**src/rtl/sdcr_consts.vh**
```
// constants for the shadow/dram configuration register bank
// assumes word-aligned axi4-lite access, byte address = 4 x index
`ifndef SDCR_CONSTS_VH
`define SDCR_CONSTS_VH
`define SDCR_IDX_UPPER     8'h23
`define SDCR_IDX_DRAM1     8'h24
`define SDCR_IDX_DRAM2     8'h25
`define SDCR_IDX_CTRL      8'h26
`define SDCR_IDX_STAT      8'h27
`define SDCR_RST_UPPER     8'h00
`define SDCR_RST_DRAM1     8'h08
`define SDCR_RST_DRAM2     8'h70
`define SDCR_RST_CTRL      8'h00
`define SDCR_D1_REMAP      7
`define SDCR_D1_PAR2       3
`define SDCR_D2_PINSEL     7
`define SDCR_D2_RDWS_HI    6
`define SDCR_D2_RDWS_LO    5
`define SDCR_D2_WRWS       4
`define SDCR_D2_FLUSH      3
`define SDCR_D2_DIR_SUP    2
`define SDCR_D2_DIV_HI     1
`define SDCR_D2_DIV_LO     0
`define SDCR_CT_CMOD_EN    0
`define SDCR_CT_WRFAST     1
`define SDCR_CT_ADSDLY     2
`define SDCR_RD_3222       2'b00
`define SDCR_RD_4333       2'b10
`define SDCR_RD_5444       2'b11
`define SDCR_DIV6          2'b00
`define SDCR_DIV5          2'b01
`define SDCR_DIV4          2'b10
`define SDCR_DIV3          2'b11
`define SDCR_PORT_KBD_DATA 16'h0060
`define SDCR_PORT_KBD_CMD  16'h0064
`define SDCR_PORT_RTC_IDX  16'h0070
`define SDCR_PORT_RTC_DAT  16'h0071
`define SDCR_RESP_OKAY     2'b00
`define SDCR_RESP_SLVERR   2'b10
`endif

```
**src/rtl/sdcr_clkdiv.v**
```verilog
// expansion-bus clock divider, divide by 3..6
// assumes divisor select is quasi-static; a change applies at once, inside the current period
`timescale 1ns/100ps
module sdcr_clkdiv (
	input  wire       clk_i,
	input  wire       nrst_i,
	input  wire [1:0] sel_i,
	output reg        bus_clk_o
);
	reg  [2:0] cnt_r;
	reg  [2:0] last;
	wire [2:0] half;
	always @* begin
		case (sel_i)
			2'b00:   last = 3'd5;
			2'b01:   last = 3'd4;
			2'b10:   last = 3'd3;
			default: last = 3'd2;
		endcase
	end
	// high for the first half (floor) of the period; odd ratios are not 50/50
	assign half = (last + 3'd1) >> 1;
	always @(posedge clk_i or negedge nrst_i) begin
		if (!nrst_i) begin
			cnt_r     <= 3'd0;
			bus_clk_o <= 1'b0;
		end else begin
			cnt_r     <= (cnt_r >= last) ? 3'd0 : cnt_r + 3'd1;
			bus_clk_o <= ((cnt_r >= last) ? 3'd0 : cnt_r + 3'd1) < half;
		end
	end
endmodule

```
**src/rtl/sdcr_regs.v**
```verilog
// shadow ram segment and dram configuration register bank, axi4-lite slave
// assumes synchronous inputs on clk_i; power-good rising edge is sampled here
//
// Behaviour
// four bits enable shadow ram per 16KB block of E segment, else isa
// bit7 EC000, bit6 E8000, bit5 E4000, bit4 E0000; reset zero
// four bits enable shadow ram per 16KB block of D segment, else isa
// bit3 DC000, bit2 D8000, bit1 D4000, bit0 D0000; reset zero
// remap bit redirects overlay accesses to A0000/B0000; reset clear
// two 3-bit legacy dram config fields at 6:4 and 2:0, reset 000
// byte-2 parity checked only while its bit is set; reset one
// strap low at power-good rise lets register bit pick shared pin function
// read burst: 00 3-2-2-2, 10 4-3-3-3, 11 5-4-4-4 default
// write bit one gives 4-3-3-3 (reset), zero gives 3-clock first write
// with write bit zero, another control bit picks 3-3-3-3 or 3-2-2-2
// flush bit 0-to-1 gives one-clock low flush pulse when module enabled
// flush bit never self-clears; software writes zero to rearm
// suppress bit hides transceiver direction on ports 60h,64h,70h,71h
// expansion clock divisor 00 /6, 01 /5, 10 /4, 11 /3; reset 00
// with divide-by-6, address strobe delayed one clock per control bit
// all fields read back last write and load defaults at reset
`timescale 1ns/100ps
`include "sdcr_consts.vh"
module sdcr_regs (
	input  wire        clk_i,
	input  wire        nrst_i,
	input  wire [31:0] s_axi_awaddr,
	input  wire        s_axi_awvalid,
	output wire        s_axi_awready,
	input  wire [31:0] s_axi_wdata,
	input  wire [3:0]  s_axi_wstrb,
	input  wire        s_axi_wvalid,
	output wire        s_axi_wready,
	output reg  [1:0]  s_axi_bresp,
	output reg         s_axi_bvalid,
	input  wire        s_axi_bready,
	input  wire [31:0] s_axi_araddr,
	input  wire        s_axi_arvalid,
	output wire        s_axi_arready,
	output reg  [31:0] s_axi_rdata,
	output reg  [1:0]  s_axi_rresp,
	output reg         s_axi_rvalid,
	input  wire        s_axi_rready,
	input  wire        power_good_in_i,
	input  wire        config_strap_pin_i,
	input  wire        mem_dir_req_i,
	input  wire        local_mem_req_i,
	input  wire        xcvr_dir_req_i,
	input  wire [15:0] io_port_addr_i,
	input  wire        io_cycle_i,
	input  wire        cpu_address_strobe_n_i,
	input  wire        byte2_parity_err_i,
	output wire [7:0]  shadow_enable_o,
	output wire        system_mgmt_remap_o,
	output wire [5:0]  dram_config_o,
	output reg         byte2_parity_err_o,
	output reg         shared_pin_n_o,
	output wire [1:0]  read_burst_o,
	output wire        write_first3_o,
	output wire        write_burst_fast_o,
	output reg         cache_module_flush_n_o,
	output reg         transceiver_dir_n_o,
	output wire        expansion_bus_clock_o,
	output reg         cpu_address_strobe_n_o
);
	reg  [7:0] upper_r;
	reg  [7:0] dram1_r;
	reg  [7:0] dram2_r;
	reg  [7:0] ctrl_r;
	reg  [31:0] awaddr_r;
	reg  [31:0] wdata_r;
	reg  [3:0]  wstrb_r;
	reg         aw_held_r;
	reg         w_held_r;
	reg         pg_d_r;
	reg         strap_low_r;
	reg         strobe_d_r;
	wire        wr_go;
	wire [7:0]  wr_idx;
	wire [7:0]  rd_idx;
	wire        wr_lane;
	wire [7:0]  wbyte;
	wire        flush_new;
	wire        legacy_port;
	wire        rd_ok;
	wire        wr_ok;
	reg  [7:0]  rd_byte;
	reg  [7:0]  upper_nxt;
	reg  [7:0]  dram1_nxt;
	reg  [7:0]  dram2_nxt;
	reg  [7:0]  ctrl_nxt;
	wire [7:0]  shadow_bits;
	wire [1:0]  div_sel;
	wire        pin_sel;
	wire        dir_sup;
	wire        flush_bit;
	wire        par2_en;
	wire        cmod_en;
	wire        wr_fast_sel;
	wire        strobe_dly_en;
	wire        pg_rise;
	wire        strobe_slow;

	// address and data latch independently so either may arrive first
	assign s_axi_awready = !aw_held_r && !s_axi_bvalid;
	assign s_axi_wready  = !w_held_r && !s_axi_bvalid;
	assign s_axi_arready = !s_axi_rvalid;
	assign wr_go   = aw_held_r && w_held_r && !s_axi_bvalid;
	assign wr_idx  = awaddr_r[9:2];
	assign wr_lane = wstrb_r[0];
	assign wbyte   = wdata_r[7:0];
	assign rd_idx  = s_axi_araddr[9:2];
	assign wr_ok   = (awaddr_r[31:10] == 22'd0) && (awaddr_r[1:0] == 2'b00) &&
	                 (wr_idx == `SDCR_IDX_UPPER || wr_idx == `SDCR_IDX_DRAM1 ||
	                  wr_idx == `SDCR_IDX_DRAM2 || wr_idx == `SDCR_IDX_CTRL);
	assign rd_ok   = (s_axi_araddr[31:10] == 22'd0) && (s_axi_araddr[1:0] == 2'b00) &&
	                 (rd_idx == `SDCR_IDX_UPPER || rd_idx == `SDCR_IDX_DRAM1 ||
	                  rd_idx == `SDCR_IDX_DRAM2 || rd_idx == `SDCR_IDX_CTRL ||
	                  rd_idx == `SDCR_IDX_STAT);

	// write address half; freed once the pair has been used
	always @(posedge clk_i or negedge nrst_i) begin
		if (!nrst_i) begin
			aw_held_r <= 1'b0;
			awaddr_r  <= 32'h0000_0000;
		end else if (s_axi_awvalid && s_axi_awready) begin
			aw_held_r <= 1'b1;
			awaddr_r  <= s_axi_awaddr;
		end else if (wr_go) begin
			aw_held_r <= 1'b0;
		end
	end

	// write data half
	always @(posedge clk_i or negedge nrst_i) begin
		if (!nrst_i) begin
			w_held_r <= 1'b0;
			wdata_r  <= 32'h0000_0000;
			wstrb_r  <= 4'h0;
		end else if (s_axi_wvalid && s_axi_wready) begin
			w_held_r <= 1'b1;
			wdata_r  <= s_axi_wdata;
			wstrb_r  <= s_axi_wstrb;
		end else if (wr_go) begin
			w_held_r <= 1'b0;
		end
	end

	// write response; both halves stay refused until it is taken
	always @(posedge clk_i or negedge nrst_i) begin
		if (!nrst_i) begin
			s_axi_bvalid <= 1'b0;
			s_axi_bresp  <= `SDCR_RESP_OKAY;
		end else if (wr_go) begin
			s_axi_bvalid <= 1'b1;
			s_axi_bresp  <= wr_ok ? `SDCR_RESP_OKAY : `SDCR_RESP_SLVERR;
		end else if (s_axi_bvalid && s_axi_bready) begin
			s_axi_bvalid <= 1'b0;
		end
	end

	// next register values; only byte lane 0 carries data, other lanes are dropped
	always @* begin
		upper_nxt = upper_r;
		dram1_nxt = dram1_r;
		dram2_nxt = dram2_r;
		ctrl_nxt  = ctrl_r;
		if (wr_go && wr_ok && wr_lane) begin
			case (wr_idx)
				`SDCR_IDX_UPPER: upper_nxt = wbyte;
				`SDCR_IDX_DRAM1: dram1_nxt = wbyte;
				`SDCR_IDX_DRAM2: dram2_nxt = wbyte;
				`SDCR_IDX_CTRL:  ctrl_nxt  = wbyte;
				default:         ctrl_nxt  = ctrl_r;
			endcase
		end
	end

	always @(posedge clk_i or negedge nrst_i) begin
		if (!nrst_i) begin
			upper_r <= `SDCR_RST_UPPER;
		end else begin
			upper_r <= upper_nxt;
		end
	end

	always @(posedge clk_i or negedge nrst_i) begin
		if (!nrst_i) begin
			dram1_r <= `SDCR_RST_DRAM1;
		end else begin
			dram1_r <= dram1_nxt;
		end
	end

	always @(posedge clk_i or negedge nrst_i) begin
		if (!nrst_i) begin
			dram2_r <= `SDCR_RST_DRAM2;
		end else begin
			dram2_r <= dram2_nxt;
		end
	end

	always @(posedge clk_i or negedge nrst_i) begin
		if (!nrst_i) begin
			ctrl_r <= `SDCR_RST_CTRL;
		end else begin
			ctrl_r <= ctrl_nxt;
		end
	end

	always @* begin
		case (rd_idx)
			`SDCR_IDX_UPPER: rd_byte = upper_r;
			`SDCR_IDX_DRAM1: rd_byte = dram1_r;
			`SDCR_IDX_DRAM2: rd_byte = dram2_r;
			`SDCR_IDX_CTRL:  rd_byte = ctrl_r;
			`SDCR_IDX_STAT:  rd_byte = {6'd0, byte2_parity_err_o, strap_low_r};
			default:         rd_byte = 8'h00;
		endcase
	end

	// valid and payload kept apart: payload only moves on an accepted request
	always @(posedge clk_i or negedge nrst_i) begin
		if (!nrst_i) begin
			s_axi_rvalid <= 1'b0;
		end else if (s_axi_arvalid && s_axi_arready) begin
			s_axi_rvalid <= 1'b1;
		end else if (s_axi_rvalid && s_axi_rready) begin
			s_axi_rvalid <= 1'b0;
		end
	end

	always @(posedge clk_i or negedge nrst_i) begin
		if (!nrst_i) begin
			s_axi_rdata <= 32'h0000_0000;
			s_axi_rresp <= `SDCR_RESP_OKAY;
		end else if (s_axi_arvalid && s_axi_arready) begin
			s_axi_rdata <= rd_ok ? {24'd0, rd_byte} : 32'h0000_0000;
			s_axi_rresp <= rd_ok ? `SDCR_RESP_OKAY : `SDCR_RESP_SLVERR;
		end
	end

	// named field views keep the output logic readable
	assign div_sel       = dram2_r[`SDCR_D2_DIV_HI:`SDCR_D2_DIV_LO];
	assign pin_sel       = dram2_r[`SDCR_D2_PINSEL];
	assign dir_sup       = dram2_r[`SDCR_D2_DIR_SUP];
	assign flush_bit     = dram2_r[`SDCR_D2_FLUSH];
	assign par2_en       = dram1_r[`SDCR_D1_PAR2];
	assign cmod_en       = ctrl_r[`SDCR_CT_CMOD_EN];
	assign wr_fast_sel   = ctrl_r[`SDCR_CT_WRFAST];
	assign strobe_dly_en = ctrl_r[`SDCR_CT_ADSDLY];
	assign pg_rise       = power_good_in_i && !pg_d_r;
	assign strobe_slow   = (div_sel == `SDCR_DIV6) && strobe_dly_en;

	// one enable per 16KB sub-block: bits 7:4 the E segment, bits 3:0 the D segment
	genvar gi;
	generate
		for (gi = 0; gi < 8; gi = gi + 1) begin : g_shadow
			assign shadow_bits[gi] = upper_r[gi];
		end
	endgenerate

	assign shadow_enable_o     = shadow_bits;
	assign system_mgmt_remap_o = dram1_r[`SDCR_D1_REMAP];
	assign dram_config_o       = {dram1_r[6:4], dram1_r[2:0]};
	assign read_burst_o        = dram2_r[`SDCR_D2_RDWS_HI:`SDCR_D2_RDWS_LO];
	assign write_first3_o      = !dram2_r[`SDCR_D2_WRWS];
	// fast 3-2-2-2 only when the 3-clock first write is chosen
	assign write_burst_fast_o  = write_first3_o && wr_fast_sel;

	// write data is taken directly so a 0->1 write fires in the write cycle
	assign flush_new   = wr_go && wr_ok && wr_lane && (wr_idx == `SDCR_IDX_DRAM2) &&
	                     wbyte[`SDCR_D2_FLUSH] && !flush_bit;
	assign legacy_port = io_cycle_i &&
	                     (io_port_addr_i == `SDCR_PORT_KBD_DATA ||
	                      io_port_addr_i == `SDCR_PORT_KBD_CMD ||
	                      io_port_addr_i == `SDCR_PORT_RTC_IDX ||
	                      io_port_addr_i == `SDCR_PORT_RTC_DAT);

	// edge detector starts low, so power-good already high at release counts as a rise
	always @(posedge clk_i or negedge nrst_i) begin
		if (!nrst_i) begin
			pg_d_r      <= 1'b0;
			strap_low_r <= 1'b0;
		end else begin
			pg_d_r <= power_good_in_i;
			// strap caught once on the rising edge of power-good
			if (pg_rise) begin
				strap_low_r <= !config_strap_pin_i;
			end
		end
	end

	// one-clock low pulse; the control bit itself is left alone
	always @(posedge clk_i or negedge nrst_i) begin
		if (!nrst_i) begin
			cache_module_flush_n_o <= 1'b1;
		end else begin
			cache_module_flush_n_o <= !(flush_new && cmod_en);
		end
	end

	always @(posedge clk_i or negedge nrst_i) begin
		if (!nrst_i) begin
			byte2_parity_err_o <= 1'b0;
		end else begin
			byte2_parity_err_o <= byte2_parity_err_i && par2_en;
		end
	end

	// without the strap the pin stays on the memory direction function
	always @(posedge clk_i or negedge nrst_i) begin
		if (!nrst_i) begin
			shared_pin_n_o <= 1'b1;
		end else if (strap_low_r && pin_sel) begin
			shared_pin_n_o <= !local_mem_req_i;
		end else begin
			shared_pin_n_o <= !mem_dir_req_i;
		end
	end

	always @(posedge clk_i or negedge nrst_i) begin
		if (!nrst_i) begin
			transceiver_dir_n_o <= 1'b1;
		end else begin
			transceiver_dir_n_o <= !(xcvr_dir_req_i && !(legacy_port && dir_sup));
		end
	end

	// registered path costs one clock; delayed variant costs two
	always @(posedge clk_i or negedge nrst_i) begin
		if (!nrst_i) begin
			strobe_d_r             <= 1'b1;
			cpu_address_strobe_n_o <= 1'b1;
		end else begin
			strobe_d_r <= cpu_address_strobe_n_i;
			if (strobe_slow) begin
				cpu_address_strobe_n_o <= strobe_d_r;
			end else begin
				cpu_address_strobe_n_o <= cpu_address_strobe_n_i;
			end
		end
	end

	sdcr_clkdiv u_div (
		.clk_i     (clk_i),
		.nrst_i    (nrst_i),
		.sel_i     (div_sel),
		.bus_clk_o (expansion_bus_clock_o)
	);
endmodule

```
**config.mk**
```make
export PLATFORM = sky130hd
export DESIGN_NAME = sdcr_regs
export DESIGN_NICKNAME = d
export VERILOG_FILES = /design/src/rtl/sdcr_clkdiv.v /design/src/rtl/sdcr_regs.v
export VERILOG_INCLUDE_DIRS = /design/src /design/src/rtl
export SDC_FILE = /design/constraint.sdc
export NUM_CORES = 1
export LEC_CHECK = 0
export ABC_AREA = 1
export ABC_CLOCK_PERIOD_IN_PS = 2430
export BUFFER_PORTS_ARGS = -buffer_cell sky130_fd_sc_hd__buf_2
export CORE_ASPECT_RATIO = 0.75
export CORE_UTILIZATION = 49
export CTS_BUF_LIST = sky130_fd_sc_hd__clkbuf_16
export CTS_CLUSTER_SIZE = 8
export DETAILED_ROUTE_END_ITERATION = 7
export GPL_ROUTABILITY_DRIVEN = 0
export PLACE_DENSITY = 0.8
export SKIP_CTS_REPAIR_TIMING = 1
export SLEW_MARGIN = 40
export SYNTH_ARGS = -nofsm -noshare
export SYNTH_HDL_FRONTEND = slang
export SYNTH_SLANG_ARGS = --single-unit
export TNS_END_PERCENT = 30
```
**constraint.sdc**
```tcl
create_clock -name clk_i -period 2.43 [get_ports clk_i]
set_input_delay 0.3645 -clock clk_i [delete_from_list [all_inputs] [get_ports clk_i]]
set_output_delay 0.3645 -clock clk_i [all_outputs]
set_load 0.005 [all_outputs]
```
==> out/qor.yml <==
status: "finished clean"
cp.required_ps: 2680
relSlewSlack: 0.602
r2r_cells: 11
antenna_found_initial: 0
period_share: 0.908
rsz0062_at_grt: "false"
ios: 197
grt_pass1_vias: 4060
cts.reportedPaths.clkPinSlew_ps: 60
rr_endpoint: "u_div.bus_clk_o"
grt.overflow.total: 0
detail-route-antenna-nets: 0
worst_ep_arrival_time_ps: 2460
critPathCaptureType: "flip-flop"
setup_tns_ps: 0
wire_per_inst_microns: 14.2
hold_viol_final: 0
yosysWarnings: 0
ys_types: 34
synth_ff_type: "dfrtp_1"
netlist_instances: 550
dieHeight_microns: 89.8
nNetsFinal: 830
start_util: 0.513
avgSynthCellArea_sq_um: 9.15
cts-root-buf: "clkbuf_16"
maxCapViolCount: 0
seqCellArea_sq_mm: 0.00249
r2r_setup_slack_ps: 220
rows: 31
drt_wl_total_mm: 11.7
multi_input_area_sq_mm: 0.00215
synth_edf_count: 0
placed_cells: 808
ys_seq_elements: 99
yosysSeqAreaShare: 0.494
die_x_microns: 119
grt_max_degree: 42
p_per_area_mw_per_mm2: 799
finalSetupViolCount: 0
via_count: 4234
drc: 0
p_leak_nw: 3.20
ir_drop_mv: 0.549
clockBufferDepth: 2
cts_tree: "done"
portBuffers: 143
min_path_type: "in -> reg"
viasPerCell: 5.13
stdcell_count: 826
core_sq_mm: 0.00981
worstSetupPathType: "reg -> reg"
finalMaxSlewViolations: 0
dp.final_hpwl_mm: 8.84
dieArea_sq_mm: 0.0107
cts_made_buffers: 9
fill_cells: 835
cts_sinks: 99
cts_max_level: 3
drtPass1Iterations: 5
fmax_mhz: 453
worst_pin_slew_ps: 593
insertion_delay_ps: 340
ys_async_sr_fraction: 1.00
crit_path_end: "u_div.bus_clk_o"
fin_crit_ps: 2210
clock_skew_ps: 10.5
synth_area_sq_mm: 0.00503
drive_gt1_frac: 0.341
path_max_fanout: 6
grt_use_total: 0.230
syn_to_final_growth_pct: 19.6
start_kind: "flip-flop"
grt_pass1_wl_mm: 19.5
antenna_cells: 0
drt_iter0_markers: 364
r2r_start: "dram2_r[1]"
crit_start: "dram2_r[1]"
## cell usage after synthesis (5+ instances only)
| master | n | share of area |
|---|---|---|
| nor2_1 | 57 | 0.043 |
| nand4_1 | 41 | 0.051 |
| dfrtp_1 | 90 | 0.45 |
| nand3_1 | 39 | 0.039 |
| ha_1 | 10 | 0.025 |
| o21ai_0 | 5 | 0.0050 |
| dfstp_2 | 9 | 0.047 |
| nand2_2 | 6 | 0.0075 |
| inv_2 | 5 | 0.0037 |
| buf_4 | 34 | 0.051 |
| inv_1 | 29 | 0.022 |
| mux2_2 | 34 | 0.076 |
| buf_2 | 10 | 0.0099 |
| nand2_1 | 132 | 0.098 |
| a21oi_1 | 11 | 0.011 |
## critical path, stage by stage, from the launching register on
cell,delay (ps)
dfrtp_2,410
inv_1,80
ha_1,230
nor2_1,100
nor2_1,50
ha_1,280
o21ai_0,160
nand2_1,80
a21oi_2,170
and2_1,180
ha_1,240
a21oi_1,160
## worst min-delay path by stage
stage                            from            to  slack [ps]  depth (start not counted)
6_report       cpu_address_strobe_n_i    strobe_d_r         140                          1
5_1_grt        cpu_address_strobe_n_i    strobe_d_r         130                          1
4_1_cts                        nrst_i   awaddr_r[6]         -30                          1
3_5_place_dp                   nrst_i  awaddr_r[27]         340                          1
3_3_place_gp                   nrst_i  awaddr_r[27]         330                          1
2_1_floorplan                  nrst_i     aw_held_r          70                          0
## logic make-up after synthesis
| group | Yosys count | synth area share |
|---|---|---|
| simple gates | 298 | 0.283 |
| buf+inv | 87 | 0.0972 |
| xor+xnor | 1 | 0.00174 |
| mux | 35 | 0.0781 |
| flops | 99 | 0.494 |
| other cells | 1 | 0.000745 |
| compound gates | 19 | 0.0201 |
| fa+ha+maj | 10 | 0.0249 |
## state kept, by name (all words and copies together), names as in the netlist, 3 cells and up
register         cells
awaddr_r            32
ctrl_r               8
dram1_r              8
dram2_r              8
s_axi_rdata          8
shadow_enable_o      8
wdata_r              8
u_div.cnt_r          3
## layout make-up
type / count / area share
flip-flops and latches: 99 / 0.414
multi-input cells: 389 / 0.358
repair buffers: 152 / 0.133
clock buffers: 9 / 0.0374
well taps: 132 / 0.0274
inverters: 38 / 0.0237
clock inverters: 7 / 0.00665
## per-layer routing
metal,global-route usage,vias up,part of all wire
li1,-,2049,-
met5,0,-,0
met2,0.378,171,0.49
met4,0.0717,0,0.012
met3,0.0495,13,0.071
met1,0.304,2001,0.43
## power breakdown
part           switching (mW)  internal, mW  total [mW]
combinational           0.586         0.555        1.14
clock                   0.589         0.683        1.27
sequential              0.347          2.05        2.40
## stage by stage
stage                     utilization  total power [mW]  area, sq um  worst slack (ps)  hold slack [ps]
after detailed placement        0.584              3.55         5730               104              337
after global placement          0.584              3.44         5730               291              327
final                           0.613              4.81         6020               224              142
after floorplan                     -              3.18         5130               387             68.9
after CTS                       0.611              4.82         5990              78.3            -31.3
after global routing            0.613              5.07         6020              17.1              131
## layout by cell type (no fill, tap or decap), types with 3 or more instances in the layout
| cell | count |
|---|---|
| nand2_1 | 132 |
| a21oi_1 | 10 |
| nand4_2 | 4 |
| conb_1 | 26 |
| clkinv_1 | 5 |
| nor4_1 | 3 |
| mux2_2 | 34 |
| nand3_1 | 39 |
| inv_2 | 5 |
| nor2_1 | 57 |
| inv_1 | 32 |
| clkbuf_16 | 9 |
| nor2_2 | 3 |
| dfrtp_1 | 88 |
| buf_2 | 142 |
| buf_4 | 8 |
| nand2_2 | 6 |
| nor2_4 | 4 |
| o21ai_0 | 5 |
| ha_1 | 10 |
| dfstp_2 | 9 |
| nand4_1 | 41 |
Power figures use the tool's default switching activity.
